===== src/serial_adc_pkg.sv =====
// ==========================================================================
// Shared constants and types
package serial_adc_pkg;

    // Widths, channel count and buffer depth of the result path
    localparam int RESULT_BITS = 8;
    localparam int SHIFT_BITS = 9;
    localparam int CHANNELS = 8;
    localparam int FIFO_DEPTH = 16;

    // Assignment word length after the start bit, per variant
    localparam logic [2:0] ADDR_BITS_FOUR = 3'h3;
    localparam logic [2:0] ADDR_BITS_EIGHT = 3'h4;

    // Approximation sequence
    localparam logic [2:0] MSB_INDEX = 3'h7;
    localparam logic [7:0] TRIAL_FIRST = 8'h80;
    localparam logic [7:0] TRIAL_ONE = 8'h01;

    // Reset values
    localparam logic [7:0] RESULT_RESET = 8'h00;
    localparam logic [8:0] SHIFT_RESET = 9'h000;
    localparam logic [7:0] SEL_RESET = 8'h00;

    // Control sequence of one selection
    typedef enum logic [2:0] {
        ST_START = 3'h0,
        ST_ADDR = 3'h1,
        ST_HOLD = 3'h2,
        ST_CONV = 3'h3,
        ST_LSB = 3'h4
    } conv_state_t;

endpackage


===== src/result_fifo.sv =====
`timescale 1ns/1ps
`default_nettype none
// ==========================================================================
// Result FIFO with valid/ready on both sides
module result_fifo #(
    parameter int WIDTH = 8,
    parameter int DEPTH = 16
) (
    input wire logic clk,
    input wire logic rst,
    input wire logic in_valid,
    input wire logic [WIDTH-1:0] in_data,
    output logic in_ready,
    output logic out_valid,
    output logic [WIDTH-1:0] out_data,
    input wire logic out_ready
);
    localparam int AW = $clog2(DEPTH);

    typedef struct packed {
        logic [AW-1:0] wr_ptr;
        logic [AW-1:0] rd_ptr;
        logic [AW:0] count;
        logic not_full;
        logic not_empty;
    } fifo_t;

    fifo_t st;
    fifo_t next_st;
    logic [WIDTH-1:0] mem [DEPTH];
    logic push;
    logic pop;

    assign push = in_valid && st.not_full;
    assign pop = out_ready && st.not_empty;
    assign in_ready = st.not_full;
    assign out_valid = st.not_empty;
    assign out_data = mem[st.rd_ptr];

    // Pointer and flag update
    always_comb begin
        next_st = st;
        if (push) begin
            next_st.wr_ptr = st.wr_ptr + 1'b1;
        end
        if (pop) begin
            next_st.rd_ptr = st.rd_ptr + 1'b1;
        end
        if (push && !pop) begin
            next_st.count = st.count + 1'b1;
        end else if (pop && !push) begin
            next_st.count = st.count - 1'b1;
        end
        next_st.not_full = (next_st.count != (AW + 1)'(DEPTH));
        next_st.not_empty = (next_st.count != '0);
    end

    // State register
    always_ff @(posedge clk) begin
        if (rst) begin
            st <= '{wr_ptr: '0, rd_ptr: '0, count: '0, not_full: 1'b1, not_empty: 1'b0};
        end else begin
            st <= next_st;
        end
    end

    // Storage, written only on an accepted push
    always_ff @(posedge clk) begin
        if (push) begin
            mem[st.wr_ptr] <= in_data;
        end
    end

endmodule
`default_nettype wire


===== src/channel_decode.sv =====
`timescale 1ns/1ps
`default_nettype none
// ==========================================================================
// Assignment word to analog switch enables
module channel_decode (
    input wire logic eight_channel_mode,
    input wire logic single_or_pair_bit,
    input wire logic odd_bit,
    input wire logic [1:0] select_bits,
    output logic [serial_adc_pkg::CHANNELS-1:0] pos_sel,
    output logic [serial_adc_pkg::CHANNELS-1:0] neg_sel,
    output logic neg_common
);
    import serial_adc_pkg::*;

    logic [2:0] pos_idx;
    logic [2:0] neg_idx;

    // Channel index: twice the select value (upper select bit only in four-channel mode) plus the polarity bit
    assign pos_idx = eight_channel_mode ? {select_bits, odd_bit}
                                        : {1'b0, select_bits[1], odd_bit};
    assign neg_idx = {pos_idx[2:1], ~pos_idx[0]};
    assign neg_common = single_or_pair_bit && eight_channel_mode;

    // One switch pair per channel
    for (genvar i = 0; i < CHANNELS; i++) begin : g_ch
        assign pos_sel[i] = (pos_idx == 3'(i));
        assign neg_sel[i] = !single_or_pair_bit && (neg_idx == 3'(i));
    end

endmodule
`default_nettype wire


===== src/serial_mux_adc_control.sv =====
`timescale 1ns/1ps
`default_nettype none
// ==========================================================================
// Serial multiplexed converter control
module serial_mux_adc_control (
    input wire logic clk,
    input wire logic rst,
    input wire logic eight_channel_mode,
    input wire logic select_line_n,
    input wire logic conv_clock,
    input wire logic serial_in_line,
    input wire logic lsb_first_strobe_n,
    output logic serial_out_line,
    output logic serial_out_en_n,
    output logic conversion_busy_flag,
    input wire logic compare_high,
    input wire logic pos_below_neg,
    output logic [serial_adc_pkg::RESULT_BITS-1:0] trial_code,
    output logic [serial_adc_pkg::CHANNELS-1:0] pos_channel_sel,
    output logic [serial_adc_pkg::CHANNELS-1:0] neg_channel_sel,
    output logic shared_negative_input,
    output logic result_valid,
    output logic [serial_adc_pkg::RESULT_BITS-1:0] result_data,
    input wire logic result_ready
);
    import serial_adc_pkg::*;

    // ======================================================================
    // State
    typedef struct packed {
        conv_state_t state;
        logic clk_prev;
        logic [2:0] shift_in;
        logic [2:0] bit_cnt;
        logic single_or_pair_bit;
        logic odd_bit;
        logic [1:0] select_bits;
        logic [7:0] approximation_register;
        logic [7:0] trial;
        logic [8:0] out_shift;
        logic data_out;
        logic data_out_en_n;
        logic busy;
        logic [7:0] pos_sel;
        logic [7:0] neg_sel;
        logic neg_common;
        logic push;
    } ctl_t;

    ctl_t st;
    ctl_t next_st;
    logic conv_edge;
    logic resolved_bit;
    logic [2:0] addr_need;
    logic addr_last;
    logic fifo_in_ready;
    logic [7:0] dec_pos;
    logic [7:0] dec_neg;
    logic dec_common;

    // ======================================================================
    // Submodules
    channel_decode u_decode (
        .eight_channel_mode(eight_channel_mode),
        .single_or_pair_bit(st.single_or_pair_bit),
        .odd_bit(st.odd_bit),
        .select_bits(st.select_bits),
        .pos_sel(dec_pos),
        .neg_sel(dec_neg),
        .neg_common(dec_common)
    );

    result_fifo #(
        .WIDTH(RESULT_BITS),
        .DEPTH(FIFO_DEPTH)
    ) u_fifo (
        .clk(clk),
        .rst(rst),
        .in_valid(st.push),
        .in_data(st.approximation_register),
        .in_ready(fifo_in_ready),
        .out_valid(result_valid),
        .out_data(result_data),
        .out_ready(result_ready)
    );

    // ======================================================================
    // Edge detect and helpers
    assign conv_edge = conv_clock && !st.clk_prev;
    assign resolved_bit = compare_high && !pos_below_neg;
    assign addr_need = eight_channel_mode ? ADDR_BITS_EIGHT : ADDR_BITS_FOUR;
    assign addr_last = (st.bit_cnt == addr_need - 3'h1);

    // Next state of the sequencer
    always_comb begin
        next_st = st;
        next_st.clk_prev = conv_clock;
        next_st.push = 1'b0;
        if (select_line_n) begin
            // Deselect clears everything, output released
            next_st = '0;
            next_st.state = ST_START;
            next_st.clk_prev = conv_clock;
            next_st.data_out_en_n = 1'b1;
        end else if (conv_edge) begin
            unique case (st.state)
                ST_START: begin
                    if (serial_in_line) begin
                        next_st.state = ST_ADDR;
                        next_st.bit_cnt = 3'h0;
                    end
                end
                ST_ADDR: begin
                    next_st.shift_in = {st.shift_in[1:0], serial_in_line};
                    next_st.bit_cnt = st.bit_cnt + 3'h1;
                    if (addr_last) begin
                        if (eight_channel_mode) begin
                            next_st.single_or_pair_bit = st.shift_in[2];
                            next_st.odd_bit = st.shift_in[1];
                            next_st.select_bits = {st.shift_in[0], serial_in_line};
                        end else begin
                            next_st.single_or_pair_bit = st.shift_in[1];
                            next_st.odd_bit = st.shift_in[0];
                            next_st.select_bits = {serial_in_line, 1'b1};
                        end
                        next_st.state = ST_HOLD;
                    end
                end
                ST_HOLD: begin
                    // Start only with room for the result; input ignored here
                    if (fifo_in_ready) begin
                        next_st.state = ST_CONV;
                        next_st.busy = 1'b1;
                        next_st.data_out_en_n = 1'b0;
                        next_st.data_out = 1'b0;
                        next_st.trial = TRIAL_FIRST;
                        next_st.approximation_register = RESULT_RESET;
                        next_st.bit_cnt = MSB_INDEX;
                    end
                end
                ST_CONV: begin
                    // Resolve one bit per edge, shown at once
                    next_st.approximation_register[st.bit_cnt] = resolved_bit;
                    next_st.data_out = resolved_bit;
                    if (st.bit_cnt == 3'h0) begin
                        next_st.busy = 1'b0;
                        next_st.push = 1'b1;
                        next_st.trial = RESULT_RESET;
                        next_st.out_shift = {1'b0, next_st.approximation_register};
                        next_st.state = ST_LSB;
                    end else begin
                        next_st.bit_cnt = st.bit_cnt - 3'h1;
                        next_st.trial = next_st.approximation_register
                                        | (TRIAL_ONE << (st.bit_cnt - 3'h1));
                    end
                end
                ST_LSB: begin
                    // Four-channel always shifts; eight-channel waits for strobe
                    if (!eight_channel_mode || !lsb_first_strobe_n) begin
                        next_st.out_shift = {1'b0, st.out_shift[8:1]};
                        next_st.data_out = st.out_shift[1];
                    end
                end
                default: begin
                    next_st.state = ST_START;
                end
            endcase
        end
        // Switch enables follow the word only while converting
        if (next_st.state == ST_CONV && !select_line_n) begin
            next_st.pos_sel = dec_pos;
            next_st.neg_sel = dec_neg;
            next_st.neg_common = dec_common;
        end else begin
            next_st.pos_sel = SEL_RESET;
            next_st.neg_sel = SEL_RESET;
            next_st.neg_common = 1'b0;
        end
    end

    // State register
    always_ff @(posedge clk) begin
        if (rst) begin
            st <= '0;
            st.state <= ST_START;
            st.data_out_en_n <= 1'b1;
            st.out_shift <= SHIFT_RESET;
        end else begin
            st <= next_st;
        end
    end

    // Outputs straight from the state register
    assign serial_out_line = st.data_out;
    assign serial_out_en_n = st.data_out_en_n;
    assign conversion_busy_flag = st.busy;
    assign trial_code = st.trial;
    assign pos_channel_sel = st.pos_sel;
    assign neg_channel_sel = st.neg_sel;
    assign shared_negative_input = st.neg_common;

    // ======================================================================
    // Checks
    logic [3:0] busy_edges;

    // Converter edges seen while busy
    always_ff @(posedge clk) begin
        if (rst || !st.busy) begin
            busy_edges <= 4'h0;
        end else if (conv_edge && !select_line_n) begin
            busy_edges <= busy_edges + 4'h1;
        end
    end

    a_busy_eight_edges: assert property (@(posedge clk) disable iff (rst)
        $fell(conversion_busy_flag) && !$past(select_line_n) |-> busy_edges == 4'h8)
        else $error("busy did not last eight converter clocks");

    a_settle_low: assert property (@(posedge clk) disable iff (rst)
        $rose(conversion_busy_flag) |-> !serial_out_en_n && !serial_out_line)
        else $error("no leading low at conversion start");

    a_trial_msb: assert property (@(posedge clk) disable iff (rst)
        $rose(conversion_busy_flag) |-> trial_code == 8'h80 && $past(st.state) == ST_HOLD)
        else $error("conversion did not start at the most significant trial");

    a_deselect_clears: assert property (@(posedge clk) disable iff (rst)
        select_line_n |=> serial_out_en_n && !conversion_busy_flag && st.state == ST_START)
        else $error("deselect did not clear the block");

    a_addr_out_idle: assert property (@(posedge clk) disable iff (rst)
        st.state == ST_ADDR || st.state == ST_START |-> serial_out_en_n)
        else $error("output driven while input examined");

    a_msb_on_line: assert property (@(posedge clk) disable iff (rst)
        conv_edge && st.state == ST_CONV && !select_line_n
        |=> serial_out_line == $past(compare_high && !pos_below_neg))
        else $error("resolved bit not presented at once");

    a_below_zero: assert property (@(posedge clk) disable iff (rst)
        conv_edge && st.state == ST_CONV && !select_line_n && pos_below_neg
        |=> !serial_out_line && !st.approximation_register[$past(st.bit_cnt)])
        else $error("bit set with positive input below negative");

    a_lsb_hold: assert property (@(posedge clk) disable iff (rst)
        eight_channel_mode && st.state == ST_LSB && lsb_first_strobe_n && !select_line_n
        |=> $stable(serial_out_line))
        else $error("output moved while strobe high");

    a_four_sel_low: assert property (@(posedge clk) disable iff (rst)
        !eight_channel_mode && st.state == ST_CONV |-> st.select_bits[0])
        else $error("lower select bit not held high");

    a_hold_ignores_in: assert property (@(posedge clk) disable iff (rst)
        st.state == ST_CONV && !select_line_n |=> $stable(st.select_bits))
        else $error("assignment changed during conversion");

    a_push_room: assert property (@(posedge clk) disable iff (rst)
        st.push |-> fifo_in_ready)
        else $error("result pushed into a full buffer");

    a_busy_selects_one: assert property (@(posedge clk) disable iff (rst)
        $onehot0(pos_channel_sel) && (conversion_busy_flag == (|pos_channel_sel)))
        else $error("channel enable does not follow conversion");

    a_pair_adjacent: assert property (@(posedge clk) disable iff (rst)
        |neg_channel_sel |-> neg_channel_sel == (((pos_channel_sel & 8'h55) << 1)
                                                | ((pos_channel_sel & 8'haa) >> 1)))
        else $error("negative input is not the pair partner");

    a_start_bit_taken: assert property (@(posedge clk) disable iff (rst)
        conv_edge && !select_line_n && st.state == ST_START
        |=> (st.state == ST_ADDR) == $past(serial_in_line))
        else $error("start bit not recognised");

    a_common_only_eight: assert property (@(posedge clk) disable iff (rst)
        shared_negative_input |-> eight_channel_mode && neg_channel_sel == 8'h00)
        else $error("shared negative input used outside eight-channel single mode");

endmodule
`default_nettype wire


===== config.mk =====
export PLATFORM = sky130hd
export DESIGN_NAME = serial_mux_adc_control
export DESIGN_NICKNAME = d
export VERILOG_FILES = /design/src/serial_adc_pkg.sv /design/src/result_fifo.sv /design/src/channel_decode.sv /design/src/serial_mux_adc_control.sv
export SDC_FILE = /design/constraint.sdc
export NUM_CORES = 1
export LEC_CHECK = 0
export BUFFER_PORTS_ARGS = -buffer_cell sky130_fd_sc_hd__buf_4
export CORE_MARGIN = 1.5
export CORE_UTILIZATION = 36
export CTS_CLUSTER_DIAMETER = 30
export DETAILED_ROUTE_END_ITERATION = 8
export GPL_TIMING_DRIVEN = 1
export HOLD_SLACK_MARGIN = 0.03
export PLACE_DENSITY = 0.58
export REMOVE_ABC_BUFFERS = 1
export SYNTH_ARGS = -nofsm -noshare
export SYNTH_HDL_FRONTEND = slang
export SYNTH_SLANG_ARGS = --single-unit

===== constraint.sdc =====
create_clock -name clk -period 5.7 [get_ports clk]
set_input_delay 0.285 -clock clk [delete_from_list [all_inputs] [get_ports clk]]
set_output_delay 0.285 -clock clk [all_outputs]
set_load 0.02 [all_outputs]

* Yosys cells after proc, flatten, opt, wreduce, memory -nomap -nowiden *
Memories as Yosys holds them, arrays and structs flattened. A register that Yosys moved wholly into a read port is not among the register bits.
Index checks and enable logic that the tools add are counted.

storage, ports and cells
  bits in writable memories = 128
  word-level logic and storage cells = 144
  bits of input ports = 10
  output and inout bits = 37
  register bits after elaboration = 75
  memories kept = 1

memories
  name        depth  bits a word  rd ports  clocked after memory_dff  wr ports  line               text
  u_fifo.mem  16     8            1         1                         1         result_fifo.sv:30  logic [WIDTH-1:0] mem [DEPTH];

operators by class
  $add $sub $neg = 7
  shift operators = 1
  bitwise gates (word level) = 5
  muxes and demuxes = 34
  reduce and logical (&&, ||, !) cells = 46
  eq/ne operators = 26
  $lt $le $gt $ge = 2

operators with widths
  kind                                                                   number
  3-bit two-way mux                                                      12
  16-bit case mux with 2 select lines                                    1
  3-bit equality test, second input constant                             9
  3-bit by 2-bit equality test with 1-bit output, second input constant  7
  9-bit case mux with 2 select lines                                     1
  1-bit logical AND                                                      17
  16-bit two-way mux                                                     1
  3-bit case mux with 5 select lines                                     1
  3-bit logical NOT                                                      4
  4-bit two-way mux                                                      3
  3-bit case mux with 4 select lines                                     1
  4-bit AND reduction                                                    3
  10-bit two-way mux                                                     1
  5-bit two-way mux                                                      2
  3-bit by 1-bit equality test with 1-bit output, second input constant  3
  9-bit two-way mux                                                      1
  3-bit AND reduction                                                    3
  4-bit by 1-bit adder with 4-bit output, second input constant          2
  8-bit bitwise mux                                                      1
  1-bit logical NOT                                                      8
  8-bit two-way mux                                                      1
  2-bit != test, second input constant                                   4
  8-bit OR                                                               1
  1-bit by 3-bit left shift with 8-bit output, first input constant      1
  23 further kinds                                                       33

* Longest topological paths before layout *
  depth in word-level cells = 11
  mapped depth = 8
  depth with buffers taken out = 7

* Modules after synthesis *
Synthesis repeated with hierarchy kept, for this count alone.

unflattened totals
  cell total of the unflattened synthesis = 640
  area total of the unflattened synthesis = 8964.8 um^2

modules (own cells, without submodules)
  module                  cells each  area an instance (um^2)  times used
  result_fifo             292         5853.1                   1
  serial_mux_adc_control  322         2969.1                   1
  channel_decode          26          142.6                    1

* Worst setup path after synthesis *
No wires, ideal clock.

  kind = flip-flop to flip-flop
  start point = register st[50] (netlist bit)
  end point = register st[50] (netlist bit)
  clock period less this slack = 2.263 ns
  data arrival time = 2.193 ns
  library setup time = 0.070 ns
  buffers on the path = 1
  stages on the path, launching flop included = 9
  data required time = 5.630 ns
  setup slack = 3.437 ns
  cell sequence = dfxtp_1 -> clkbuf_1 -> inv_1 -> ha_1 -> nor2b_1 -> a311oi_1 -> o21ai_1 -> or4_1 -> a21oi_1

between the ends
  cells in the longest elaborated chain, start to end = 3

RTL lines
  element                                                                                  line                                                          text
  start: declaration                                                                       serial_mux_adc_control.sv:50                                  ctl_t st;
  start signal: assignment                                                                 serial_mux_adc_control.sv:189                                 st <= next_st;
  3-bit by 1-bit subtractor with 3-bit output / 3-bit logical NOT (equally long branches)  serial_mux_adc_control.sv:152, serial_mux_adc_control.sv:145
  3-bit two-way mux / 2-bit != test (equally long branches)                                n/a
  3-bit case mux with 4 select lines / 5-bit AND reduction (equally long branches)         n/a

Parallel ways exist; a longest one is shown, timed or not. The select of a mux whose other input is x is not followed.
A chain may end at the register's enable or synchronous reset.

==> results.txt <==
The flow ran to the end, and the final reports show no timing, DRC or antenna violations. The slew of the pin with the lowest slew margin is between 1 and 1.5 ns. The global routing usage on met1 is approximately a fifth. Yosys instantiated no cell more often than sky130_fd_sc_hd__edfxtp_1. The number of enable-type register cells in the synthesized netlist is around 130. The cell count after placement came out at about 920. The die boundary width came out at between 150 and 200 microns. The number of endpoints failing setup at the final stage is 0. The destination of the worst register-to-register timing path is st[50]. The H-tree level count came out at 2.

The mean post-synth cell area is about 14 sq um. Ranked by total cell area, the synthesized netlist is headed by sky130_fd_sc_hd__edfxtp_1 (45%), sky130_fd_sc_hd__dfxtp_1 (18%), sky130_fd_sc_hd__mux4_2 (10%). In this run the worst hold path is classified as input port to register. Counting distinct cell types in the post-synthesis netlist gives 60. The layout-stage area growth over the synthesis result is 21.2%. The met3 routing resource usage after global routing came out at 3.69%. The count of nets left with antenna violations after detail routing is 0. The area of the die came out at 24800 sq um.

The final sum of negative setup slack came out at 0 ns. The all-layer global routing usage is 15.4%. The buffers inserted during post-CTS setup optimization came out at 0. The global-route wire length before repair is between 20000 and 30000 microns. For this design, the slowest cell found on the critical path is sky130_fd_sc_hd__dfxtp_2. The number of placement rows is 56. The worst hold path was traced through 3 stages.

The met2 track demand over resource is between 20 and 30%. Measured against its own limit, the worst slew margin works out to between 10% and 20%. The number of standard cells after synthesis is 610. The share of the synthesized area in the top cell type came out at 44.7%. The category of the worst setup path capture point is an output pin. Sorting the synthesized cells by how often they occur yields sky130_fd_sc_hd__edfxtp_1 (128), sky130_fd_sc_hd__dfxtp_1 (77), sky130_fd_sc_hd__nor2_1 (61). The routed design has between 15000 and 20000 microns of wire. STA classifies the critical path startpoint as a register. The data required time at the worst endpoint is 5.41 ns. The number of antenna violations at the first check in global routing came out at 0.

The share of layout cells above drive strength 1 came out at ~27%. The total buffers and inverters traversed by the critical path is 1. met2 is the most crowded layer. The sequential share of the synthesized area came out at 62.7%. In this design, the stage delay of the slowest critical-path cell is ~1.1 ns. The number of hold violations in the final report came out at 0. The largest net degree at the start of global routing came out at 33.

The total via count in the routed design is roughly 5000. The cell family with the largest share of critical-path delay is multiplexers. The detailed-routing iteration count for the pre-antenna-repair pass came out at 5.

The I/O pin total came out at 47. The sink count of the clock tree is slightly above 200. The final critical delay including setup and external delays is 3.21 ns. The antenna cell count is 0.

At the worst endpoint, the arrival time is slightly below 3 ns. The area of the placeable core is roughly 23000 sq um. Walking the worst path, the cells encountered are mux4_2 > mux4_2 > buf_4. The filler-free cell count of the finished design came out at between 900 and 1000. The number of I/O port buffers is between 40 and 50. The critical-path maximum fanout is 32.

The number of violations reported at the end of detailed-routing iteration 0 is approximately 310. The worst setup path is of the register to output pin kind. The warning count from the yosys run is 0.

Hold is met by ~0.10 ns. The cell occurring most often along the worst timing path is sky130_fd_sc_hd__mux4_2. sky130_fd_sc_hd__edfxtp_1 takes more of the synthesized area than any other cell. The final number of max-transition violations came out at 0. The path with the worst hold slack has its endpoint at st[53]. The number of global-route vias before repair came out at 5267. The number of buffers on the longest clock path came out at 3. The number of buffers created by CTS came out at 39. Clock latency on the worst-skew pair, taken at its later pin, is between 0.5 and 0.6 ns. Global routing finished with a remaining overflow of 0. The height of the chip is 157 microns. Setup repair after global routing left no endpoint under its margin. The root buffer selected by CTS is sky130_fd_sc_hd__clkbuf_16. The post-detailed-placement half-perimeter wirelength is approximately 12000 microns. The number of max-cap violations came out at 0.

The cell depth of the worst flop-to-flop path came out at 7. The post-synthesis register bit count is ~200. The total standard cell area after synthesis came out at 8590 sq um. After synthesis, the share of flip-flops with an asynchronous set or reset is 0%.

The clock skew after layout is ~0.016 ns. The CTS tree is done. The global placer's final weighted congestion is 0.821. The launch point of the worst reg-to-reg path is st[50]. The number of nets in the finished design is between 600 and 700. The post-CTS clock slew at the launch and capture registers of the worst setup and hold paths came out at roughly 0.050 ns. The count of filler cells inserted in the layout came out at roughly 2100. The worst reg-to-reg setup slack is 3.15 ns.

The power density normalized to cell area came out at ~400 nW/um^2. The remaining routing DRC violations came out at 0. The most used flip-flop cell after synthesis is sky130_fd_sc_hd__edfxtp_1. IR analysis of the VDD net gives a maximum drop of about 0.22 mV. The initial standard-cell utilization of the core came out at around 37%. The detailed-route wire length per cell came out at 18.3 microns. The final period utilization came out at ~56%. For this run, the top clock speed supported by timing is 0.312 GHz. The startpoint identified for the worst hold timing path is serial_in_line. Using the TritonRoute via totals, the vias-per-cell ratio works out to between 5 and 6.

The leakage power total came out at between 0.003 and 0.004 uW.
logic make-up after synthesis:
kind of cell | count (synthesis) | share of synthesized area (%)
AND/OR/NAND/NOR | 174 | 10.6
multiplexers | 65 | 13.5
buffers and inverters | 67 | 4.21
XOR/XNOR | 15 | 1.53
adder cells (fa/ha/maj) | 13 | 1.89
flip-flops | 205 | 62.7
AO/OA/AOI/OAI | 71 | 5.55
metal layers:
layer	share of wire [%]	wire length, microns	vias to the layer above
met1	43	7730	2513
met3	6.2	1130	33
met4	2.3	426	0
li1	-	-	2353
met5	0	0	-
met2	49	8860	153
placed cells by master, fill, tap and decap left out, types with 5 or more instances in the layout:
cell type and n:
sky130_fd_sc_hd__a211oi_1 6, sky130_fd_sc_hd__a21oi_1 19, sky130_fd_sc_hd__a22oi_1 7, sky130_fd_sc_hd__a2bb2oi_1 7, sky130_fd_sc_hd__buf_4 47, sky130_fd_sc_hd__bufinv_16 6
sky130_fd_sc_hd__clkbuf_16 39, sky130_fd_sc_hd__clkinv_2 5, sky130_fd_sc_hd__dfxtp_1 76, sky130_fd_sc_hd__edfxtp_1 128, sky130_fd_sc_hd__ha_1 13, sky130_fd_sc_hd__inv_1 10
sky130_fd_sc_hd__mux2_2 8, sky130_fd_sc_hd__mux2i_1 17, sky130_fd_sc_hd__mux4_2 40, sky130_fd_sc_hd__nand2_1 28, sky130_fd_sc_hd__nand2b_1 9, sky130_fd_sc_hd__nand3_1 15
sky130_fd_sc_hd__nand3b_1 5, sky130_fd_sc_hd__nor2_1 61, sky130_fd_sc_hd__nor2b_1 8, sky130_fd_sc_hd__nor3_1 11, sky130_fd_sc_hd__nor3_2 8, sky130_fd_sc_hd__o21ai_0 8
sky130_fd_sc_hd__o21ai_1 7, sky130_fd_sc_hd__xnor2_1 7, sky130_fd_sc_hd__xor2_1 8
flip-flops by register name, indices dropped and copies added, names as in the netlist, named ones only:
register	cells
u_fifo.mem	128
u_fifo.in_ready	1
pos_channel_sel	8
conversion_busy_flag	1
serial_out_en_n	1
u_fifo.out_valid	1
neg_channel_sel	8
serial_out_line	1
st	30
trial_code	8
u_fifo.st	13
shared_negative_input	1
power by group:
group | leakage (uW) | internal [uW] | switching (uW)
Combinational | 0.00111 | 103 | 94.6
Sequential | 0.00202 | 1590 | 59.7
Clock | 0.000659 | 1570 | 768
Total | 0.00379 | 3260 | 922
worst register-to-register path: cells and delay by family (launching register included):
family	cells	cell delay, ns
AND/OR/NAND/NOR	2	0.67
buffers and inverters	1	0.18
adder cells (fa/ha/maj)	1	0.29
flip-flops	1	0.67
AO/OA/AOI/OAI	3	0.68
timing repair:
action | 4_1_cts | 5_1_grt
resized for setup | 0 | 0
hold buffers | 1 | 0
hold endpoints to repair | 1 | 0
setup endpoints to repair | 0 | 0
area by class of cell:
| type | count | area, sq um | area share, % |
|---|---|---|---|
| clock buffers | 43 | 1010 | 9.71 |
| clock inverters | 28 | 352 | 3.38 |
| inverters | 10 | 37.5 | 0.360 |
| multi-input cells | 338 | 2870 | 27.5 |
| flip-flops and latches | 205 | 5390 | 51.7 |
| well taps | 319 | 399 | 3.83 |
| repair buffers | 48 | 363 | 3.48 |
metrics by stage:
stage	setup slack (ns)	instance area, sq um	power, uW	utilization (%)
2_1_floorplan	2.78	8270	1810	-
3_3_place_gp	2.99	9040	1860	38.5
3_5_place_dp	2.93	9040	1870	38.5
4_1_cts	2.37	10400	4230	44.4
5_1_grt	2.26	10400	4320	44.4
6_report	2.49	10400	4180	44.4
how the worst max path moves through the flow:
| stage | startpoint | to | slack [ns] | depth (start not counted) |
|---|---|---|---|---|
| global placement | register | result_data[3] | 2.99 | 3 |
| detailed placement | register | result_data[3] | 2.93 | 3 |
| finish | register | result_data[3] | 2.49 | 3 |
| CTS | register | result_data[3] | 2.37 | 3 |
| floorplan | register | result_data[0] | 2.78 | 2 |
| global route | register | result_data[3] | 2.26 | 3 |
(Power assumes the default switching activity.)
